## src/rtl/misc_pins_map.vh

```
// constants for the terminal miscellaneous control and status pin logic
// assumes one system clock at 40 MHz and a plain strobe register port
// Operation
// - all logic runs from one system clock
// - master clear low resets to power-on state
// - bus controller: low through each message
// - terminal/selective monitor: low command to completion
// - word monitor: low after go, high after reset
// - selected time-tag clock edge advances counter
// - config two bits 7..9 choose counter source; here only value 7 counts, from time_tag_clk, other values hold it
// - each inhibit input disables its own transmitter
`ifndef MISC_PINS_MAP_VH
`define MISC_PINS_MAP_VH

// ----------------------------------------------------------------
// register offsets
// ----------------------------------------------------------------
`define REG_CONFIG2        4'h0
`define REG_MODE           4'h1
`define REG_EVENT          4'h2
`define REG_TIME_TAG       4'h3
`define REG_STATUS         4'h4

// ----------------------------------------------------------------
// fields and values
// ----------------------------------------------------------------
`define CFG2_SRC_LSB       7
`define CFG2_SRC_MSB       9
`define CFG2_RESET         16'h0000
`define SRC_EXT_TAG        3'h7
`define MODE_BC            2'h0
`define MODE_RT            2'h1
`define MODE_SEL_MON       2'h2
`define MODE_WORD_MON      2'h3
`define EV_MSG_START       0
`define EV_MSG_DONE        1
`define EV_MON_GO          2
`define EV_MON_RESET       3
`define EV_CMD_RECEIVED    4

// ----------------------------------------------------------------
// timing
// ----------------------------------------------------------------
`define SYS_CLK_MHZ        40
`define MCLR_MIN_NS        100
`define MCLR_MIN_CYC       ((`MCLR_MIN_NS * `SYS_CLK_MHZ + 999) / 1000)

`endif

```

## src/rtl/misc_pins.v

```verilog
// miscellaneous control pins: master clear, message-in-progress, time tag, inhibits
// assumes a 40 MHz sys_clk, synchronous register strobes, and event pulses from the
// protocol engines
//
// Strobed register access and the register addresses were chosen for this implementation.
`timescale 1ns/1ps
`include "misc_pins_map.vh"
module misc_pins #(
	parameter TAG_WIDTH = 16
) (
	// clock and resets
	input  wire        sys_clk,
	input  wire        arst_n,
	input  wire        master_clear_n,
	// register port
	input  wire [3:0]  reg_addr,
	input  wire [15:0] reg_wdata,
	input  wire        reg_wr,
	input  wire        reg_rd,
	output reg  [15:0] reg_rdata,
	// external pins
	input  wire        time_tag_clk,
	input  wire        tx_inhibit_chan_a,
	input  wire        tx_inhibit_chan_b,
	output reg         message_in_progress_n,
	// to transmitters
	output reg         tx_enable_chan_a,
	output reg         tx_enable_chan_b,
	// time tag value
	output reg  [TAG_WIDTH-1:0] time_tag
);

	// ----------------------------------------------------------------
	// master clear filter
	// ----------------------------------------------------------------
	// a low shorter than the minimum is ignored so glitches do not wipe state
	reg  [2:0] mclr_cnt;
	reg        soft_clear;
	wire       mclr_sync_n;

	sync_bit u_mclr_sync (
		.clk    (sys_clk),
		.arst_n (arst_n),
		.din    (master_clear_n),
		.dout   (mclr_sync_n)
	);

	always @(posedge sys_clk or negedge arst_n) begin
		if (!arst_n) begin
			mclr_cnt   <= 3'h0;
			soft_clear <= 1'b0;
		end else if (mclr_sync_n) begin
			mclr_cnt   <= 3'h0;
			soft_clear <= 1'b0;
		end else if (mclr_cnt < `MCLR_MIN_CYC - 1) begin
			mclr_cnt   <= mclr_cnt + 3'h1;
		end else begin
			soft_clear <= 1'b1;
		end
	end

	// ----------------------------------------------------------------
	// input synchronisers
	// ----------------------------------------------------------------
	wire tag_sync;
	wire inh_a_sync;
	wire inh_b_sync;

	sync_bit u_tag_sync (
		.clk    (sys_clk),
		.arst_n (arst_n),
		.din    (time_tag_clk),
		.dout   (tag_sync)
	);
	sync_bit u_inh_a_sync (
		.clk    (sys_clk),
		.arst_n (arst_n),
		.din    (tx_inhibit_chan_a),
		.dout   (inh_a_sync)
	);
	sync_bit u_inh_b_sync (
		.clk    (sys_clk),
		.arst_n (arst_n),
		.din    (tx_inhibit_chan_b),
		.dout   (inh_b_sync)
	);

	// ----------------------------------------------------------------
	// registers
	// ----------------------------------------------------------------
	reg [15:0] config2;
	reg [1:0]  mode;
	reg        tag_prev;
	reg        mon_online;
	reg        msg_active;

	wire       ev_wr  = reg_wr && (reg_addr == `REG_EVENT);
	wire [2:0] src    = config2[`CFG2_SRC_MSB:`CFG2_SRC_LSB];
	wire       tag_ext = (src == `SRC_EXT_TAG);
	wire       tag_rise = tag_sync && !tag_prev;

	// the counter widened to the bus word without a zero-width replication
	reg  [15:0] tag_word;

	always @* begin
		tag_word                = 16'h0000;
		tag_word[TAG_WIDTH-1:0] = time_tag;
	end

	always @(posedge sys_clk or negedge arst_n) begin
		if (!arst_n) begin
			config2 <= `CFG2_RESET;
			mode    <= `MODE_BC;
		end else if (soft_clear) begin
			config2 <= `CFG2_RESET;
			mode    <= `MODE_BC;
		end else if (reg_wr) begin
			if (reg_addr == `REG_CONFIG2)
				config2 <= reg_wdata;
			if (reg_addr == `REG_MODE)
				mode <= reg_wdata[1:0];
		end
	end

	// ----------------------------------------------------------------
	// time tag counter
	// ----------------------------------------------------------------
	// counts only from the external clock; internal sources live elsewhere
	always @(posedge sys_clk or negedge arst_n) begin
		if (!arst_n) begin
			tag_prev <= 1'b0;
			time_tag <= {TAG_WIDTH{1'b0}};
		end else if (soft_clear) begin
			tag_prev <= 1'b0;
			time_tag <= {TAG_WIDTH{1'b0}};
		end else begin
			tag_prev <= tag_sync;
			if (reg_wr && reg_addr == `REG_TIME_TAG)
				time_tag <= reg_wdata[TAG_WIDTH-1:0];
			else if (tag_ext && tag_rise)
				time_tag <= time_tag + {{(TAG_WIDTH-1){1'b0}}, 1'b1};
		end
	end

	// ----------------------------------------------------------------
	// message-in-progress
	// ----------------------------------------------------------------
	// event register bits are self-clearing pulses written by the engines
	always @(posedge sys_clk or negedge arst_n) begin
		if (!arst_n) begin
			msg_active <= 1'b0;
			mon_online <= 1'b0;
		end else if (soft_clear) begin
			msg_active <= 1'b0;
			mon_online <= 1'b0;
		end else begin
			case (mode)
			`MODE_BC: begin
				mon_online <= 1'b0;
				if (ev_wr && reg_wdata[`EV_MSG_START])
					msg_active <= 1'b1;
				else if (ev_wr && reg_wdata[`EV_MSG_DONE])
					msg_active <= 1'b0;
			end
			`MODE_RT, `MODE_SEL_MON: begin
				mon_online <= 1'b0;
				if (ev_wr && reg_wdata[`EV_CMD_RECEIVED])
					msg_active <= 1'b1;
				else if (ev_wr && reg_wdata[`EV_MSG_DONE])
					msg_active <= 1'b0;
			end
			`MODE_WORD_MON: begin
				msg_active <= 1'b0;
				if (ev_wr && reg_wdata[`EV_MON_RESET])
					mon_online <= 1'b0;
				else if (ev_wr && reg_wdata[`EV_MON_GO])
					mon_online <= 1'b1;
			end
			default: begin
				msg_active <= 1'b0;
				mon_online <= 1'b0;
			end
			endcase
		end
	end

	// ----------------------------------------------------------------
	// outputs
	// ----------------------------------------------------------------
	always @(posedge sys_clk or negedge arst_n) begin
		if (!arst_n) begin
			message_in_progress_n <= 1'b1;
			tx_enable_chan_a      <= 1'b0;
			tx_enable_chan_b      <= 1'b0;
			reg_rdata             <= 16'h0000;
		end else begin
			message_in_progress_n <= !(msg_active || mon_online);
			tx_enable_chan_a      <= !inh_a_sync && !soft_clear;
			tx_enable_chan_b      <= !inh_b_sync && !soft_clear;
			reg_rdata             <= 16'h0000;
			if (reg_rd) begin
				case (reg_addr)
				`REG_CONFIG2:  reg_rdata <= config2;
				`REG_MODE:     reg_rdata <= {14'h0000, mode};
				`REG_TIME_TAG: reg_rdata <= tag_word;
				`REG_STATUS:   reg_rdata <= {11'h000, tag_ext, inh_b_sync, inh_a_sync,
				                             mon_online, msg_active};
				default:       reg_rdata <= 16'h0000;
				endcase
			end
		end
	end
endmodule

```

## src/rtl/sync_bit.v

```verilog
// two-stage synchroniser for one level input
// assumes the input may change at any time relative to clk
`timescale 1ns/1ps
module sync_bit (
	// clock and reset
	input  wire clk,
	input  wire arst_n,
	// level in and out
	input  wire din,
	output reg  dout
);
	reg meta;

	always @(posedge clk or negedge arst_n) begin
		if (!arst_n) begin
			meta <= 1'b0;
			dout <= 1'b0;
		end else begin
			meta <= din;
			dout <= meta;
		end
	end
endmodule
```

## config.mk

```make
export PLATFORM = sky130hd
export DESIGN_NAME = misc_pins
export DESIGN_NICKNAME = d
export VERILOG_FILES = /design/src/rtl/misc_pins.v /design/src/rtl/sync_bit.v
export VERILOG_INCLUDE_DIRS = /design/src /design/src/rtl
export SDC_FILE = /design/constraint.sdc
export NUM_CORES = 1
export LEC_CHECK = 0
export ABC_CLOCK_PERIOD_IN_PS = 1800
export BUFFER_PORTS_ARGS = -buffer_cell sky130_fd_sc_hd__buf_2
export CAP_MARGIN = 20
export CORE_ASPECT_RATIO = 2
export CORE_MARGIN = 2
export CORE_UTILIZATION = 40
export CTS_BUF_LIST = sky130_fd_sc_hd__clkbuf_16
export CTS_CLUSTER_SIZE = 16
export DETAILED_ROUTE_END_ITERATION = 7
export GPL_ROUTABILITY_DRIVEN = 0
export PLACE_DENSITY = 0.76
export SLEW_MARGIN = 20
export SYNTH_ARGS = -nofsm -noshare
export SYNTH_HDL_FRONTEND = slang
export SYNTH_SLANG_ARGS = --single-unit
```

## constraint.sdc

```tcl
create_clock -name sys_clk -period 1.8 [get_ports sys_clk]
set_input_delay 0 -clock sys_clk [delete_from_list [all_inputs] [get_ports sys_clk]]
set_output_delay 0 -clock sys_clk [all_outputs]
set_load 0.005 [all_outputs]
```

# After elaboration in Yosys (flattened, before gate mapping)

Index checks and enable logic that the tools add are counted.

$add $sub $neg: 2
$lt $le $gt $ge: 1
Equal/unequal tests: 10
Muxes and demuxes: 25
Reduce and logical (&&, ||, !) cells: 28

Operators with widths:

| kind                                                        | count |
|---|---|
| 2-to-1 mux 16 bit                                           | 7 |
| one-hot mux 16 bit (4 select lines)                         | 1 |
| adder 16 x 1 -> 16 bit (second input constant)              | 1 |
| logical AND 1 bit                                           | 11 |
| 2-to-1 mux 1 bit                                            | 10 |
| == test 4 x 2 -> 1 bit (second input constant)              | 2 |
| nonzero test 2 bit                                          | 4 |
| 2-to-1 mux 2 bit                                            | 3 |
| 2-to-1 mux 3 bit                                            | 2 |
| logical NOT 1 bit                                           | 5 |
| == test 2 bit (second input constant)                       | 2 |
| == test 4 x 1 -> 1 bit (second input constant)              | 1 |
| == test 4 x 3 -> 1 bit (second input constant)              | 1 |
| logical NOT 4 bit                                           | 1 |
| inequality test 4 bit (second input constant)               | 1 |
| AND reduction 2 bit                                         | 2 |
| adder 3 x 1 -> 3 bit (second input constant)                | 1 |
| == test 3 bit (second input constant)                       | 1 |
| less-than comparator 3 x 2 -> 1 bit (second input constant) | 1 |
| one-hot mux 1 bit (3 select lines)                          | 1 |
| nonzero test 3 bit                                          | 1 |
| OR reduction 3 bit                                          | 1 |
| == test 2 x 1 -> 1 bit (second input constant)              | 1 |
| logical NOT 2 bit                                           | 1 |
| other kinds (4)                                             | 4 |

Bits in registers: 68
Bits of input ports: 28
Output and inout port bits: 35
Logic and storage cells: 86

# Depth between registers and ports, before layout

Word-level depth: 7
Gate-level depth with buffers: 7

# Cells and area by module

A second synthesis with hierarchy kept.

Cells, all modules: 267
Area total of the unflattened synthesis: 2,996.6 µm²

By module, submodules not included:

| module    | times used | cells an instance | area each (µm²) | seq. area each (µm²) |
|---|---|---|---|---|
| misc_pins | 1          | 259               | 2,796.4         | 1,502.7 |
| sync_bit  | 4          | 2                 | 50.0            | 50.0 |

# Worst setup path before layout

Ideal clock, no wire load.

Kind: register to register
From: register time_tag[0]
To: register time_tag[12]
Setup time: 0.099 ns
Data arrival time: 1.631 ns
Required time: 1.701 ns
Slack: 0.070 ns
Stages on the path, launching flop included: 6
Buffers on the path: 0
Cells stage by stage: dfrtp_1 -> ha_1 -> and4b_2 -> nand2_1 -> or4_1 -> a311oi_1

Cells in the longest elaborated chain, start to end: 4

Ends and longest elaborated chain:

| element                | RTL line        | text |
|---|---|---|
| from (decl)            | misc_pins.v:30  | `output reg [TAG_WIDTH-1:0] time_tag` |
| from (signal assigned) | misc_pins.v:132 | `time_tag <= {TAG_WIDTH{1'b0}};` |
| from (signal assigned) | misc_pins.v:135 | `time_tag <= {TAG_WIDTH{1'b0}};` |
| from (signal assigned) | misc_pins.v:139 | `time_tag <= reg_wdata[TAG_WIDTH-1:0];` |
| adder 16 x 1 -> 16 bit | misc_pins.v:141 | `time_tag <= time_tag + {{(TAG_WIDTH-1){1'b0}}, 1'b1};` |
| 2-to-1 mux 16 bit      | misc_pins.v:140 | `else if (tag_ext && tag_rise)` |
| 2-to-1 mux 16 bit      | misc_pins.v:138 | `` if (reg_wr && reg_addr == `REG_TIME_TAG) `` |
| 2-to-1 mux 16 bit      | misc_pins.v:133 | `end else if (soft_clear) begin` |

Every way passes these cells. The select of a mux whose other input is x is not followed.
A chain may end at the register's enable or synchronous reset.

# Worst setup path after layout

From: register tag_prev
To: register time_tag[15]

Cells in the longest elaborated chain, start to end: 4

Ends and longest elaborated chain:

| element                             | RTL line        | text |
|---|---|---|
| from (decl)                         | misc_pins.v:93  | `reg tag_prev;` |
| from (signal assigned)              | misc_pins.v:137 | `tag_prev <= tag_sync;` |
| logical NOT 1 bit                   | misc_pins.v:100 | `wire tag_rise = tag_sync && !tag_prev;` |
| logical AND 1 bit                   | misc_pins.v:100 |  |
| logical AND 1 bit                   | misc_pins.v:140 |  |
| nonzero test 3 bit (no source line) | --              |  |
| to (signal assigned)                | misc_pins.v:135 |  |
| to (signal assigned)                | misc_pins.v:139 |  |
| to (signal assigned)                | misc_pins.v:141 |  |

Every way passes these cells.

==> impl_metrics.py <==
metrics = {
    "route": {
        "ant_nets": 0,
        "num_vias": 2682,
        "vias_per_cell": 5.71,
        "met2_length_um": 4540,
        "met1_length_um": 2900,
        "drcViolationCount": 0,
        "routedWlPerCell_um": 17.3,
        "firstDrtPassIters": 5,
        "dr_wl_met3_um": 409,
        "dr.max_layer_used": "met4",
        "drt-total-wl_um": 8150,
        "drt-initial-drc-count": 269,
    },
    "clock_tree": {
        "clkSlewWorstSetupHoldPaths_ns": 0.05,
        "cts_tree": "yes",
        "clkLatencyLatePin_ns": 0.34,
        "clockBufferDepth": 2,
        "cts-buffers-inserted": 9,
        "cts_max_level": 3,
        "root_buffer": "clkbuf_16",
        "clock_sinks": 68,
    },
    "timing": {
        "tightest_slew_ns": 0.556,
        "slew-limit-headroom_pct": 62.9,
        "max_clock_freq_mhz": 572,
        "finalWorstSetupSlack_ns": 0.0505,
        "setup_viol": 0,
        "drv_slew": 0,
        "rsz0062_at_grt": "true",
        "min_period_over_period_pct": 97.2,
        "fin_worst_skew_ns": 0.00427,
        "whs_ns": 0.0977,
        "finalSetupTns_ns": 0,
        "finalCriticalPeriod_ns": 1.75,
        "hold_viol_final": 0,
    },
    "placed_design": {
        "dp_hpwl_um": 5590,
        "dpl-instance-area_um2": 3510,
        "portBuffers": 62,
        "dp_slack_ns": -0.0337,
    },
    "layout": {
        "syn2layout_area_growth_pct": 34.5,
        "diodes": 0,
        "design_area_um2": 4060,
        "drive_gt1_share_pct": 30.2,
        "final_nets": 405,
        "mostFrequentLayoutCells": "dfrtp_1 (66), buf_2 (62), nor2_1 (42)",
        "final_common_cell": "dfrtp_1",
    },
    "global_route": {
        "gr-total-overflow": 0,
        "grt_max_degree": 69,
        "grt_pass1_vias": 2728,
        "grt_pass1_wl_um": 13200,
        "grt.total_usage_pct": 21.3,
        "antenna_found_initial": 0,
    },
    "power": {
        "p_leak_nw": 1.87,
        "power_frac_seq_pct": 42.5,
        "p_int_mw": 3.53,
        "p_sw_share_pct": 30.3,
        "pwr-share-comb_pct": 25.2,
        "ir_worst_vdd_uv": 776,
        "pwr-share-clk_pct": 32.3,
        "power_per_cell_area_nw_per_um2": 1250,
        "finalPower_mw": 5.06,
        "p_sw_mw": 1.53,
    },
    "yosys": {
        "ys_warn_count": 0,
        "synth_edf_count": 0,
        "synth_cell_types": 51,
        "postSynth.asyncResetShare_pct": 100,
        "netlist_instances": 274,
        "ys_ff_latch": 68,
        "yosys.area.top_type": "dfrtp_1",
        "ys_seq_area_share_pct": 56.4,
        "synth_area_um2": 3020,
        "syn-num-nets": 305,
        "synth_area_leaders": "dfrtp_1 (56%), nor2_1 (5.2%), a22o_1 (4.1%), a311oi_1 (2.9%), a22oi_1 (2.7%)",
        "ys.flop_type": "dfrtp_1",
        "avgSynthCellArea_um2": 11.0,
        "yosysTopAreaCellShare_pct": 55.5,
    },
    "worst_setup_path": {
        "crit_path_start_kind": "flip-flop",
        "end_kind": "flip-flop",
        "cp.arrival_ns": 1.99,
        "path_class": "flip-flop to flip-flop",
        "r2r_setup_slack_ns": 0.05,
        "crit_fanout": 10,
        "required_ns": 2.04,
    },
    "die": {
        "initial_core_util_pct": 41.6,
        "die_w_um": 65.4,
        "core_area_um2": 7270,
        "io_pins": 63,
        "num_rows": 44,
        "die_h_um": 127,
        "dieArea_um2": 8300,
    },
    "job": {
        "cap_viol_max_count": 0,
    },
    "run_status": {
        "status": "finished clean",
    },
    "min_path": {
        "hp-class": "input port to flip-flop",
    },
}
## kinds of logic after synthesis
logic type	Yosys count	synth area share [%]
AND/OR/NAND/NOR	101	17.5
AO/OA/AOI/OAI	69	17.6
flip-flops	68	56.4
buffers and inverters	23	4.06
XOR/XNOR	5	1.45
multiplexers	5	1.70
adder cells (fa/ha/maj)	3	1.24
## stage by stage
| step | utilization, % | cells |
|---|---|---|
| 2_1_floorplan | - | 274 |
| 3_3_place_gp | 48.3 | 432 |
| 3_5_place_dp | 48.3 | 432 |
| 4_1_cts | 55.3 | 469 |
| 5_1_grt | 55.9 | 470 |
| 6_report | 55.9 | 470 |
## worst max-delay path: stages, from the launching register on
cell and delay [ns]:
dfrtp_1 0.40, nand4b_1 0.21, or2_4 0.30, or4_1 0.49
a311oi_2 0.25
## what timing repair did
action	CTS	global route
endpoints found under the hold margin	104	0
buffers inserted	0	1
resized for setup	2	10
endpoints found under the setup margin	3	10
pin swaps	0	5
hold buffers	22	0
## flip-flops by register name (all words and copies together), names as in the netlist, 2 cells and up
register,flops
mclr_cnt,3
reg_rdata,16
time_tag,16
config2,16
mode,2
## power by group through the flow
stage	clock network, mW	registers [mW]	logic [mW]
floorplan	0	2.15	0.541
global placement	0	2.12	1.15
detailed placement	0	2.15	1.19
CTS	1.67	2.13	1.24
global route	1.73	2.20	1.40
finish	1.63	2.15	1.28
## Yosys cell counts (2+ instances only)
cell	number
nand3_1	7
o31a_1	2
o31ai_1	6
and3_1	2
a21oi_1	8
a22oi_1	11
or4_1	6
dfrtp_1	67
buf_2	4
nor3_1	5
xnor2_1	4
nand4_1	2
clkbuf_1	7
nand2b_1	2
nor2_1	42
mux2i_1	4
ha_1	3
o21ai_0	4
a211oi_1	6
a22o_1	14
a222oi_1	3
buf_6	4
a311oi_1	10
nand2_1	16
nand4b_1	3
inv_1	7
## layout make-up
type	count	area (um^2)
inverters	7	26.3
clock inverters	6	50.0
multi-input cells	183	1240
flip-flops and latches	68	1700
fillers	649	3200
repair buffers	105	701
well taps	92	115
clock buffers	9	225
## final timing paths
path / end / depth (start not counted) / start
worst max-delay path: time_tag[15] / 4 / tag_prev
worst min-delay path: config2[0] / 4 / reg_addr[2]
worst max register to register: time_tag[15] / 4 / tag_prev
worst min register to register: u_mclr_sync.dout / 0 / u_mclr_sync.meta
max in group asynchronous: message_in_progress_n / 3 / arst_n
min in group asynchronous: mode[1] / 3 / arst_n
## layer usage
layer | vias up | GRT usage, %
met5 | - | 0
met4 | 0 | 14.6
met2 | 91 | 36.3
met3 | 24 | 3.90
met1 | 1346 | 23.4
li1 | 1221 | -
(Power assumes the default switching activity.)
